### src/core/rci_pkg.sv
// package for the radio command and event-line block
// assumes a byte-wide host link delivering opcode and argument bytes
//
// Contract
// - decode configuration opcodes 0x00 to 0x02, 0x04 and 0x10 through 0x15
// - decode status opcodes 0x20 through 0x23
// - decode state opcodes 0x31 through 0x34
// - accept quick-read opcodes 0x50 51 53 57
// - 0x66 writes tx queue, 0x77 reads rx
// - bare transmit-start keeps previous argument values
// - condition byte: state, zero, resend, start
// - after transmit completes, enter encoded state if it is 1 to 9, else keep the current state
// - resend flag picks new or last packet
// - event line low on enabled pending events
// - line held low until status read
// - source needs own and group enable
// - all-status command returns the three pending bytes, no status bytes, and clears them all
// - group status clears only its group
// - instantaneous status follows the interrupt byte in group status replies only
// - quick reads never clear nor release line
// - direct-timing bit: 0 sync, 1 async
// - direct-pin field picks gpio 0 to 3
// - origin field: queue, pin, pseudo-random
// - modulation kind field: cw to four-level
package rci_pkg;
   localparam logic [7:0] OP_NOP      = 8'h00;
   localparam logic [7:0] OP_INFO     = 8'h01;
   localparam logic [7:0] OP_BOOT     = 8'h02;
   localparam logic [7:0] OP_PATCH    = 8'h04;
   localparam logic [7:0] OP_FUNC     = 8'h10;
   localparam logic [7:0] OP_SETPROP  = 8'h11;
   localparam logic [7:0] OP_GETPROP  = 8'h12;
   localparam logic [7:0] OP_PINCFG   = 8'h13;
   localparam logic [7:0] OP_SENSOR   = 8'h14;
   localparam logic [7:0] OP_QCLR     = 8'h15;
   localparam logic [7:0] OP_INTALL   = 8'h20;
   localparam logic [7:0] OP_INTPKT   = 8'h21;
   localparam logic [7:0] OP_INTDEM   = 8'h22;
   localparam logic [7:0] OP_INTDEV   = 8'h23;
   localparam logic [7:0] OP_TXSTART  = 8'h31;
   localparam logic [7:0] OP_RXSTART  = 8'h32;
   localparam logic [7:0] OP_STATEQ   = 8'h33;
   localparam logic [7:0] OP_CHSTATE  = 8'h34;
   localparam logic [7:0] OP_FASTA    = 8'h50;
   localparam logic [7:0] OP_FASTB    = 8'h51;
   localparam logic [7:0] OP_FASTC    = 8'h53;
   localparam logic [7:0] OP_FASTD    = 8'h57;
   localparam logic [7:0] OP_TXWR     = 8'h66;
   localparam logic [7:0] OP_RXRD     = 8'h77;
   localparam logic [7:0] CMD_DONE    = 8'hff;
   localparam logic [15:0] PROP_GRP_EN  = 16'h0100;
   localparam logic [15:0] PROP_PKT_EN  = 16'h0101;
   localparam logic [15:0] PROP_DEV_EN  = 16'h0102;
   localparam logic [15:0] PROP_DEM_EN  = 16'h0103;
   localparam logic [15:0] PROP_MOD     = 16'h2000;
   localparam logic [7:0]  MOD_RESET    = 8'h00;
   localparam logic [7:0]  EN_RESET     = 8'h00;
   localparam int GRP_PKT_BIT = 0;
   localparam int GRP_DEM_BIT = 1;
   localparam int GRP_DEV_BIT = 2;
   localparam int MOD_SYNC_BIT = 7;
   localparam int MOD_PIN_LSB  = 5;
   localparam int MOD_SRC_LSB  = 3;
   localparam int MOD_KIND_LSB = 0;
   localparam int COND_STATE_LSB = 4;
   localparam int COND_RESEND_BIT = 2;
   localparam int COND_START_LSB = 0;
   localparam int AFTER_STATE_MAX = 9;
   typedef enum logic [2:0] {
      RCI_IDLE, RCI_ARGS, RCI_REPLY, RCI_DRAIN
   } rci_state_t;
endpackage : rci_pkg

### src/core/rci_core.sv
// radio command interpreter with grouped event line
// assumes bytes arrive as strobes from a serial framer on another clock
`timescale 1ns/1ns
`default_nettype none
module rci_core
   import rci_pkg::*;
(
   // clock and reset
   input  wire  logic       clock_in,
   input  wire  logic       rst_n_in,
   // host byte link, foreign domain: toggle strobe with data
   input  wire  logic       rx_toggle_in,
   input  wire  logic [7:0] rx_byte_in,
   input  wire  logic       frame_in,
   // event sources, one byte per group, pulses
   input  wire  logic [7:0] pkt_event_in,
   input  wire  logic [7:0] dem_event_in,
   input  wire  logic [7:0] dev_event_in,
   input  wire  logic [7:0] pkt_status_in,
   input  wire  logic [7:0] dem_status_in,
   input  wire  logic [7:0] dev_status_in,
   input  wire  logic       tx_done_in,
   // reply stream
   output logic             reply_valid_out,
   output logic [7:0]       reply_byte_out,
   // event line
   output logic             event_line_n_out,
   // decoded actions
   output logic             tx_go_out,
   output logic             rx_go_out,
   output logic             queue_clr_out,
   output logic             txq_wr_out,
   output logic             rxq_rd_out,
   output logic [7:0]       qdata_out,
   output logic [3:0]       radio_state_out,
   output logic [7:0]       channel_out,
   output logic             resend_flag_out,
   output logic [1:0]       start_cond_out,
   output logic [15:0]      tx_length_out,
   // modulation config fields
   output logic             direct_async_out,
   output logic [1:0]       direct_pin_out,
   output logic [1:0]       modulation_origin_out,
   output logic [2:0]       modulation_kind_out
);
   logic [2:0] tgl_q;
   logic [7:0] byte_s1_q, byte_q;
   logic       frm_s1_q, frm_q, frm_d1_q;
   logic       stb;
   always_ff @(posedge clock_in) begin
      tgl_q     <= {tgl_q[1:0], rx_toggle_in};
      byte_s1_q <= rx_byte_in;
      byte_q    <= byte_s1_q;
      frm_s1_q  <= frame_in;
      frm_q     <= frm_s1_q;
      frm_d1_q  <= frm_q;
   end
   assign stb = tgl_q[2] ^ tgl_q[1];
   rci_state_t st_q;
   logic [7:0] op_q;
   logic [2:0] idx_q;
   logic [7:0] chan_q, cond_q, mod_q, ge_q, pe_q, de_q, me_q;
   logic [15:0] len_q, paddr_q;
   logic [7:0] pkt_p_q, dem_p_q, dev_p_q;
   logic [3:0] rstate_q;
   logic [2:0] ridx_q, rlen_q;
   logic [7:0] rb [0:5];
   logic       frame_end;
   assign frame_end = frm_d1_q & ~frm_q;
   function automatic logic known_op(input logic [7:0] op);
      case (op)
         OP_NOP, OP_INFO, OP_BOOT, OP_PATCH, OP_FUNC, OP_SETPROP, OP_GETPROP,
         OP_PINCFG, OP_SENSOR, OP_QCLR, OP_INTALL, OP_INTPKT, OP_INTDEM,
         OP_INTDEV, OP_TXSTART, OP_RXSTART, OP_STATEQ, OP_CHSTATE, OP_FASTA,
         OP_FASTB, OP_FASTC, OP_FASTD, OP_TXWR, OP_RXRD: known_op = 1'b1;
         default: known_op = 1'b0;
      endcase
   endfunction : known_op

   function automatic logic [7:0] prop_rd(input logic [15:0] a, input logic [7:0] g,
         input logic [7:0] p, input logic [7:0] v, input logic [7:0] m, input logic [7:0] md);
      case (a)
         PROP_GRP_EN: prop_rd = g;
         PROP_PKT_EN: prop_rd = p;
         PROP_DEV_EN: prop_rd = v;
         PROP_DEM_EN: prop_rd = m;
         PROP_MOD:    prop_rd = md;
         default:     prop_rd = 8'h00;
      endcase
   endfunction : prop_rd
   // command sequencer
   logic clr_all, clr_pkt, clr_dem, clr_dev;
   logic reply_go;
   always_comb begin
      clr_all = 1'b0;
      clr_pkt = 1'b0;
      clr_dem = 1'b0;
      clr_dev = 1'b0;
      reply_go = (st_q == RCI_ARGS) && frame_end;
      if (reply_go) begin
         clr_all = (op_q == OP_INTALL);
         clr_pkt = (op_q == OP_INTPKT);
         clr_dem = (op_q == OP_INTDEM);
         clr_dev = (op_q == OP_INTDEV);
      end
   end

   always_ff @(posedge clock_in) begin
      if (!rst_n_in) begin
         st_q <= RCI_IDLE;
         op_q <= OP_NOP;
         idx_q <= 3'h0;
         ridx_q <= 3'h0;
         rlen_q <= 3'h0;
         reply_valid_out <= 1'b0;
         reply_byte_out <= 8'h00;
         for (int i = 0; i < 6; i++) rb[i] <= 8'h00;
      end else begin
         reply_valid_out <= 1'b0;
         case (st_q)
            RCI_IDLE: begin
               if (stb) begin
                  op_q  <= byte_q;
                  idx_q <= 3'h0;
                  st_q  <= known_op(byte_q) ? RCI_ARGS : RCI_DRAIN;
               end
            end
            RCI_ARGS: begin
               if (stb && idx_q != 3'h7) idx_q <= idx_q + 3'h1;
               if (frame_end) begin
                  rb[0] <= CMD_DONE;
                  rb[1] <= 8'h00;
                  rb[2] <= 8'h00;
                  rb[3] <= 8'h00;
                  rb[4] <= 8'h00;
                  rb[5] <= 8'h00;
                  rlen_q <= 3'h1;
                  case (op_q)
                     OP_INTALL: begin
                        rb[1] <= pkt_p_q;
                        rb[2] <= dem_p_q;
                        rb[3] <= dev_p_q;
                        rlen_q <= 3'h4;
                     end
                     OP_INTPKT: begin
                        rb[1] <= pkt_p_q;
                        rb[2] <= pkt_status_in;
                        rlen_q <= 3'h3;
                     end
                     OP_INTDEM: begin
                        rb[1] <= dem_p_q;
                        rb[2] <= dem_status_in;
                        rlen_q <= 3'h3;
                     end
                     OP_INTDEV: begin
                        rb[1] <= dev_p_q;
                        rb[2] <= dev_status_in;
                        rlen_q <= 3'h3;
                     end
                     OP_FASTA, OP_FASTB, OP_FASTC, OP_FASTD: begin
                        rb[1] <= pkt_p_q;
                        rb[2] <= dem_p_q;
                        rb[3] <= dev_p_q;
                        rlen_q <= 3'h4;
                     end
                     OP_GETPROP: begin
                        rb[1] <= prop_rd(paddr_q, ge_q, pe_q, de_q, me_q, mod_q);
                        rlen_q <= 3'h2;
                     end
                     OP_STATEQ: begin
                        rb[1] <= {4'h0, rstate_q};
                        rlen_q <= 3'h2;
                     end
                     default: ;
                  endcase
                  ridx_q <= 3'h0;
                  st_q <= RCI_REPLY;
               end
            end
            RCI_REPLY: begin
               reply_valid_out <= 1'b1;
               reply_byte_out  <= rb[ridx_q];
               if (ridx_q == rlen_q - 3'h1) st_q <= RCI_IDLE;
               else ridx_q <= ridx_q + 3'h1;
            end
            RCI_DRAIN: begin
               if (frame_end) st_q <= RCI_IDLE;
            end
            default: st_q <= RCI_IDLE;
         endcase
      end
   end

   // argument capture
   logic argstb;
   assign argstb = (st_q == RCI_ARGS) && stb;
   always_ff @(posedge clock_in) begin
      if (!rst_n_in) begin
         chan_q <= 8'h00;
         cond_q <= 8'h00;
         len_q  <= 16'h0000;
         paddr_q <= 16'h0000;
      end else if (argstb && (op_q == OP_TXSTART)) begin
         case (idx_q)
            3'h0: chan_q <= byte_q;
            3'h1: cond_q <= {byte_q[7:4], 1'b0, byte_q[2:0]};
            3'h2: len_q[15:8] <= byte_q;
            3'h3: len_q[7:0] <= byte_q;
            default: ;
         endcase
      end else if (argstb && (op_q == OP_SETPROP || op_q == OP_GETPROP)) begin
         if (idx_q == 3'h0) paddr_q[15:8] <= byte_q;
         if (idx_q == 3'h1) paddr_q[7:0] <= byte_q;
      end
   end

   // property store
   always_ff @(posedge clock_in) begin
      if (!rst_n_in) begin
         ge_q <= EN_RESET;
         pe_q <= EN_RESET;
         de_q <= EN_RESET;
         me_q <= EN_RESET;
         mod_q <= MOD_RESET;
      end else if (argstb && op_q == OP_SETPROP && idx_q == 3'h2) begin
         case (paddr_q)
            PROP_GRP_EN: ge_q <= byte_q;
            PROP_PKT_EN: pe_q <= byte_q;
            PROP_DEV_EN: de_q <= byte_q;
            PROP_DEM_EN: me_q <= byte_q;
            PROP_MOD:    mod_q <= byte_q;
            default: ;
         endcase
      end
   end

   // pending events, set wins over clear
   always_ff @(posedge clock_in) begin
      if (!rst_n_in) begin
         pkt_p_q <= 8'h00;
         dem_p_q <= 8'h00;
         dev_p_q <= 8'h00;
      end else begin
         pkt_p_q <= (clr_all | clr_pkt ? 8'h00 : pkt_p_q) | pkt_event_in;
         dem_p_q <= (clr_all | clr_dem ? 8'h00 : dem_p_q) | dem_event_in;
         dev_p_q <= (clr_all | clr_dev ? 8'h00 : dev_p_q) | dev_event_in;
      end
   end

   // event line
   logic any_en;
   assign any_en = (ge_q[GRP_PKT_BIT] && |(pkt_p_q & pe_q))
                || (ge_q[GRP_DEM_BIT] && |(dem_p_q & me_q))
                || (ge_q[GRP_DEV_BIT] && |(dev_p_q & de_q));
   always_ff @(posedge clock_in) begin
      if (!rst_n_in) event_line_n_out <= 1'b1;
      else event_line_n_out <= ~any_en;
   end

   // actions and radio state
   logic [3:0] nxt;
   assign nxt = cond_q[7:COND_STATE_LSB];
   always_ff @(posedge clock_in) begin
      if (!rst_n_in) begin
         tx_go_out <= 1'b0;
         rx_go_out <= 1'b0;
         queue_clr_out <= 1'b0;
         txq_wr_out <= 1'b0;
         rxq_rd_out <= 1'b0;
         qdata_out <= 8'h00;
         rstate_q <= 4'h3;
      end else begin
         tx_go_out <= reply_go && op_q == OP_TXSTART;
         rx_go_out <= reply_go && op_q == OP_RXSTART;
         queue_clr_out <= reply_go && op_q == OP_QCLR;
         txq_wr_out <= argstb && op_q == OP_TXWR;
         rxq_rd_out <= argstb && op_q == OP_RXRD;
         qdata_out <= byte_q;
         if (reply_go && op_q == OP_TXSTART) rstate_q <= 4'h5;
         else if (reply_go && op_q == OP_RXSTART) rstate_q <= 4'h6;
         else if (argstb && op_q == OP_CHSTATE && idx_q == 3'h0) rstate_q <= byte_q[3:0];
         else if (tx_done_in && nxt != 4'h0 && nxt <= 4'(AFTER_STATE_MAX))
            rstate_q <= nxt;
      end
   end
   always_ff @(posedge clock_in) begin
      if (!rst_n_in) begin
         radio_state_out <= 4'h3;
         channel_out <= 8'h00;
         resend_flag_out <= 1'b0;
         start_cond_out <= 2'h0;
         tx_length_out <= 16'h0000;
         direct_async_out <= 1'b0;
         direct_pin_out <= 2'h0;
         modulation_origin_out <= 2'h0;
         modulation_kind_out <= 3'h0;
      end else begin
         radio_state_out <= rstate_q;
         channel_out <= chan_q;
         resend_flag_out <= cond_q[COND_RESEND_BIT];
         start_cond_out <= cond_q[COND_START_LSB +: 2];
         tx_length_out <= len_q;
         direct_async_out <= mod_q[MOD_SYNC_BIT];
         direct_pin_out <= mod_q[MOD_PIN_LSB +: 2];
         modulation_origin_out <= mod_q[MOD_SRC_LSB +: 2];
         modulation_kind_out <= mod_q[MOD_KIND_LSB +: 3];
      end
   end
   property p_line_low;
      @(posedge clock_in) disable iff (!rst_n_in) any_en |=> !event_line_n_out;
   endproperty
   a_line_low: assert property (p_line_low) else $error("line not low");
   property p_clr_all;
      @(posedge clock_in) disable iff (!rst_n_in)
         clr_all && !$past(clr_all) |=> (pkt_p_q == $past(pkt_event_in));
   endproperty
   a_clr_all: assert property (p_clr_all) else $error("all clear failed");
   property p_fast;
      @(posedge clock_in) disable iff (!rst_n_in)
         reply_go && op_q == OP_FASTA |-> !clr_all && !clr_pkt && !clr_dem && !clr_dev;
   endproperty
   a_fast: assert property (p_fast) else $error("quick read cleared");
   property p_done;
      @(posedge clock_in) disable iff (!rst_n_in)
         reply_go |-> ##2 reply_valid_out && reply_byte_out == CMD_DONE;
   endproperty
   a_done: assert property (p_done) else $error("no completion byte");
   property p_grp_only;
      @(posedge clock_in) disable iff (!rst_n_in)
         clr_pkt |=> dem_p_q == ($past(dem_p_q) | $past(dem_event_in));
   endproperty
   a_grp_only: assert property (p_grp_only) else $error("group clear spread");
   property p_line_high;
      @(posedge clock_in) disable iff (!rst_n_in) !any_en |=> event_line_n_out;
   endproperty
   a_line_high: assert property (p_line_high) else $error("line not released");
endmodule : rci_core
`default_nettype wire

### config.mk
export PLATFORM = sky130hd
export DESIGN_NAME = rci_core
export DESIGN_NICKNAME = d
export VERILOG_FILES = /design/src/core/rci_pkg.sv /design/src/core/rci_core.sv
export SDC_FILE = /design/constraint.sdc
export NUM_CORES = 1
export LEC_CHECK = 0
export ABC_AREA = 1
export BUFFER_PORTS_ARGS = -buffer_cell sky130_fd_sc_hd__buf_4
export CAP_MARGIN = 20
export CELL_PAD_IN_SITES_DETAIL_PLACEMENT = 0
export CELL_PAD_IN_SITES_GLOBAL_PLACEMENT = 1
export CORE_ASPECT_RATIO = 0.7
export CORE_MARGIN = 5
export CORE_UTILIZATION = 43
export CTS_CLUSTER_DIAMETER = 50
export DETAILED_ROUTE_END_ITERATION = 12
export GPL_TIMING_DRIVEN = 0
export PLACE_DENSITY = 0.92
export SLEW_MARGIN = 10
export SYNTH_ARGS = -nofsm -noshare
export SYNTH_HDL_FRONTEND = slang
export SYNTH_SLANG_ARGS = --single-unit
### constraint.sdc
create_clock -name clock_in -period 2.11 [get_ports clock_in]
set_input_delay 0.1055 -clock clock_in [delete_from_list [all_inputs] [get_ports clock_in]]
set_output_delay 0.1055 -clock clock_in [all_outputs]
set_load 0.005 [all_outputs]
==> impl_metrics.yaml <==
outcome:
  status: "finished, final reports clean"
sta:
  hold_violations: 0
  timing.final.crit_period_ps: 2090
  slew-limit-headroom: 0.439
  fmax_ghz: 0.479
  rsz0062_at_grt: "yes"
  finalSetupViolations: 0
  holdWs_ps: 16.3
  tns_ps: 0
  post-route-period-util: 0.990
  skew_ps: 10.6
  finalMaxSlewViolations: 0
  tightest_slew_ps: 842
  setup_ws_ps: 21.6
worst_setup_path:
  critPathMaxFanout: 10
  rr_startpoint: "op_q[2]$_SDFFE_PN0P_"
  critPathLaunchType: "flop"
  endpoint_kind: "flop"
  crit_type: "flop to flop"
  startpoint: "op_q[2]$_SDFFE_PN0P_"
  worst_ep_arrival_time_ps: 2310
  critPathRequiredTime_ps: 2330
floorplanning:
  io_pins: 123
  start_util: 0.438
  rows: 46
  die_w_um: 192
  chipHeight_um: 137
  core_um2: 22700
  die_area_um2: 26300
synthesis:
  synth_nets: 1322
  synth_warnings: 0
  synth-async-reset-ratio: 0
  avgSynthCellArea_um2: 7.94
  ys_seq_area_frac: 0.513
  syn_inst: 1253
  yosys_most_used_dff: "dfxtp_1"
  synth_enable_flop_cells: 24
  syn_area_um2: 9940
  synth.distinct_cells: 52
  ys_seq_elements: 243
pwr:
  p_seq_frac: 0.459
  p_leak_uw: 0.00561
  switching_share: 0.246
  p_comb_frac: 0.091
  clock_power_share: 0.450
  power_switching_uw: 2670
  p_int_uw: 8170
  powerDensity_nw_per_um2: 855
  peakVddDrop_uv: 684
flow_run:
  drv_cap: 0
clocking:
  clk_latency_ps: 520
  cts_sinks: 243
  cts_max_level: 1
  path_clk_slew_ps: 60
  cts_tree: "yes"
  clock-root-buffer: "clkbuf_16"
  numCtsBuffers: 25
  clock_path_buffers: 3
placed_design:
  post-dp-hpwl_um: 22900
  io_buffers: 122
  dp_worst_setup_slack_ps: -382
  gp_congestion: 0.960
layout:
  nets: 1511
  area_growth_pct: 27.5
  drive_above_1_share: 0.175
  antenna_cells: 0
  nFillCells: 2172
detailed_routing:
  routed_wl_um: 31500
  wl_per_cell_um: 17.7
  via_count: 9327
  drt_pass1_iterations: 5
  viasPerCell: 5.26
  drt_iter0_drc: 1075
  ant_nets: 0
  drc: 0
grt:
  grtUsageTotal: 0.232
  grt_pass1_vias: 8482
  grt_pass1_wl_um: 47800
  antenna_found_initial: 0
  grt.overflow.total: 0
  grt_max_degree: 16
hold_path:
  hp-start: "dem_status_in[7]"
  worst_hold_path_type: "input port to flop"
## area by class of cell
class | instances | area [µm²] | share of cell area
plain buffers | 54 | 263 | 0.0207
clock buffers | 32 | 713 | 0.0563
clock inverters | 13 | 210 | 0.0166
inverters | 150 | 572 | 0.0451
multi-input cells | 803 | 4080 | 0.322
flip-flops and latches | 243 | 5110 | 0.403
well taps | 312 | 390 | 0.0308
repair buffers | 165 | 1340 | 0.106
## per-layer routing
| metal | vias to the layer above | wire length, µm | part of all wire | track usage |
|---|---|---|---|---|
| met5 | - | 0 | 0 | 0 |
| met4 | 0 | 578 | 0.018 | 0.0490 |
| met3 | 49 | 2940 | 0.093 | 0.0382 |
| met2 | 381 | 13000 | 0.41 | 0.331 |
| met1 | 4369 | 15000 | 0.48 | 0.367 |
| li1 | 4528 | - | - | - |
## layout by cell type (no fill, tap or decap), drive strengths merged, types with 3 or more instances in the layout
cell type    instances
nand2              234
dfxtp              219
buf                147
inv                146
nor2               138
a21oi              125
o21ai              124
clkbuf              69
nand3               66
dlygate4sd3         35
a31oi               33
edfxtp              24
o21a                12
nor3                12
clkinv              12
o22ai                9
ha                   8
a211oi               8
nand4                7
bufinv               5
o211ai               4
a22o                 3
or2                  3
## cells by family after synthesis
logic type               share of synthesized area
AO/OA/AOI/OAI                                0.183
XOR/XNOR                                   0.00176
adder cells (fa/ha/maj)                     0.0101
buffers and inverters                       0.0841
flip-flops                                   0.513
AND/OR/NAND/NOR                              0.207
## synthesized netlist by cell type, types with 2 or more instances
master       n  area [µm²]
buf_1        3        11.3
clkbuf_1    39         146
or2_2        2        12.5
a22o_1       3        26.3
o211ai_1     4        30.0
nand3_2      4        40.0
ha_1         8         100
nand2_4      2        22.5
inv_2       14        52.6
nand2_2      3        18.8
nand2_1    229         860
xnor2_1      2        17.5
inv_1      129         484
o21ai_1     20         100
buf_2        8        40.0
nor2_1     123         462
o21a_1      12        90.1
a21oi_1    124         621
a22oi_1      2        15.0
nor2_8       3        60.1
nor2_2       7        43.8
nor3_1      10        50.1
o21ai_0    104         521
clkinv_1     5        18.8
o31ai_1      2        15.0
a211oi_2     2        25.0
a31oi_1     33         206
buf_6        5        56.3
nor2_4       5        56.3
o21bai_1     2        15.0
nand4_1      7        43.8
nand3_1     61         305
edfxtp_1    24         721
buf_4        2        15.0
a211oi_1     6        45.0
dfxtp_1    219        4380
o2111ai_1    2        17.5
o22ai_1      9        56.3
## flip-flops by register name (all words and copies together) (netlist names), 4 cells and up
signal / count
op_q: 8
radio_state_out: 4
de_q: 8
qdata_out: 8
channel_out: 8
pe_q: 8
dev_p_q: 8
cond_q: 7
mod_q: 8
paddr_q: 16
reply_byte_out: 8
byte_q: 8
ge_q: 8
len_q: 16
rb: 25
pkt_p_q: 8
tx_length_out: 16
byte_s1_q: 8
dem_p_q: 8
rstate_q: 4
chan_q: 8
me_q: 8
## worst max-delay path, cell delays in order (launching register included)
cell and delay [ps]:
dfxtp_1 430, nand2_1 170, o21ai_1 330, nand3_4 140, clkbuf_4 210, buf_2 200
o211ai_1 120, nand3_1 180
## per-stage QoR
step | cells | instance area [µm²] | power (µW) | utilization
after detailed placement | 1687 | 11200 | 5950 | 0.496
after CTS | 1767 | 12500 | 10900 | 0.553
after global placement | 1687 | 11200 | 5940 | 0.496
after global routing | 1772 | 12700 | 11200 | 0.559
final | 1772 | 12700 | 10800 | 0.559
after floorplan | 1253 | 9940 | 5570 | -
## timing repair
action,in CTS,in global routing
setup endpoints to repair,10,23
pin swaps,1,5
buffers inserted,1,7
resized for setup,5,24
endpoints found under the hold margin,35,0
hold buffers,35,0
## power by group through the flow
| stage | clock network [µW] | registers [µW] | logic [µW] |
|---|---|---|---|
| global route | 5150 | 4980 | 1090 |
| global placement | 0 | 5050 | 890 |
| finish | 4870 | 4970 | 991 |
| detailed placement | 0 | 5050 | 905 |
| floorplan | 0 | 5010 | 560 |
| CTS | 4950 | 4950 | 960 |
## worst paths after layout
check / end / cells past startpoint / slack [ps]
setup / recovery: rb[1][7]$_SDFFCE_PP0P_ / 7 / 20
hold / removal: rb[2][7]$_SDFFCE_PN0P_ / 5 / 20
setup reg to reg: rb[1][7]$_SDFFCE_PP0P_ / 7 / 20
hold reg to reg: byte_q[3]$_DFF_P_ / 0 / 330
No activity file was read; power rests on OpenSTA's default activity.
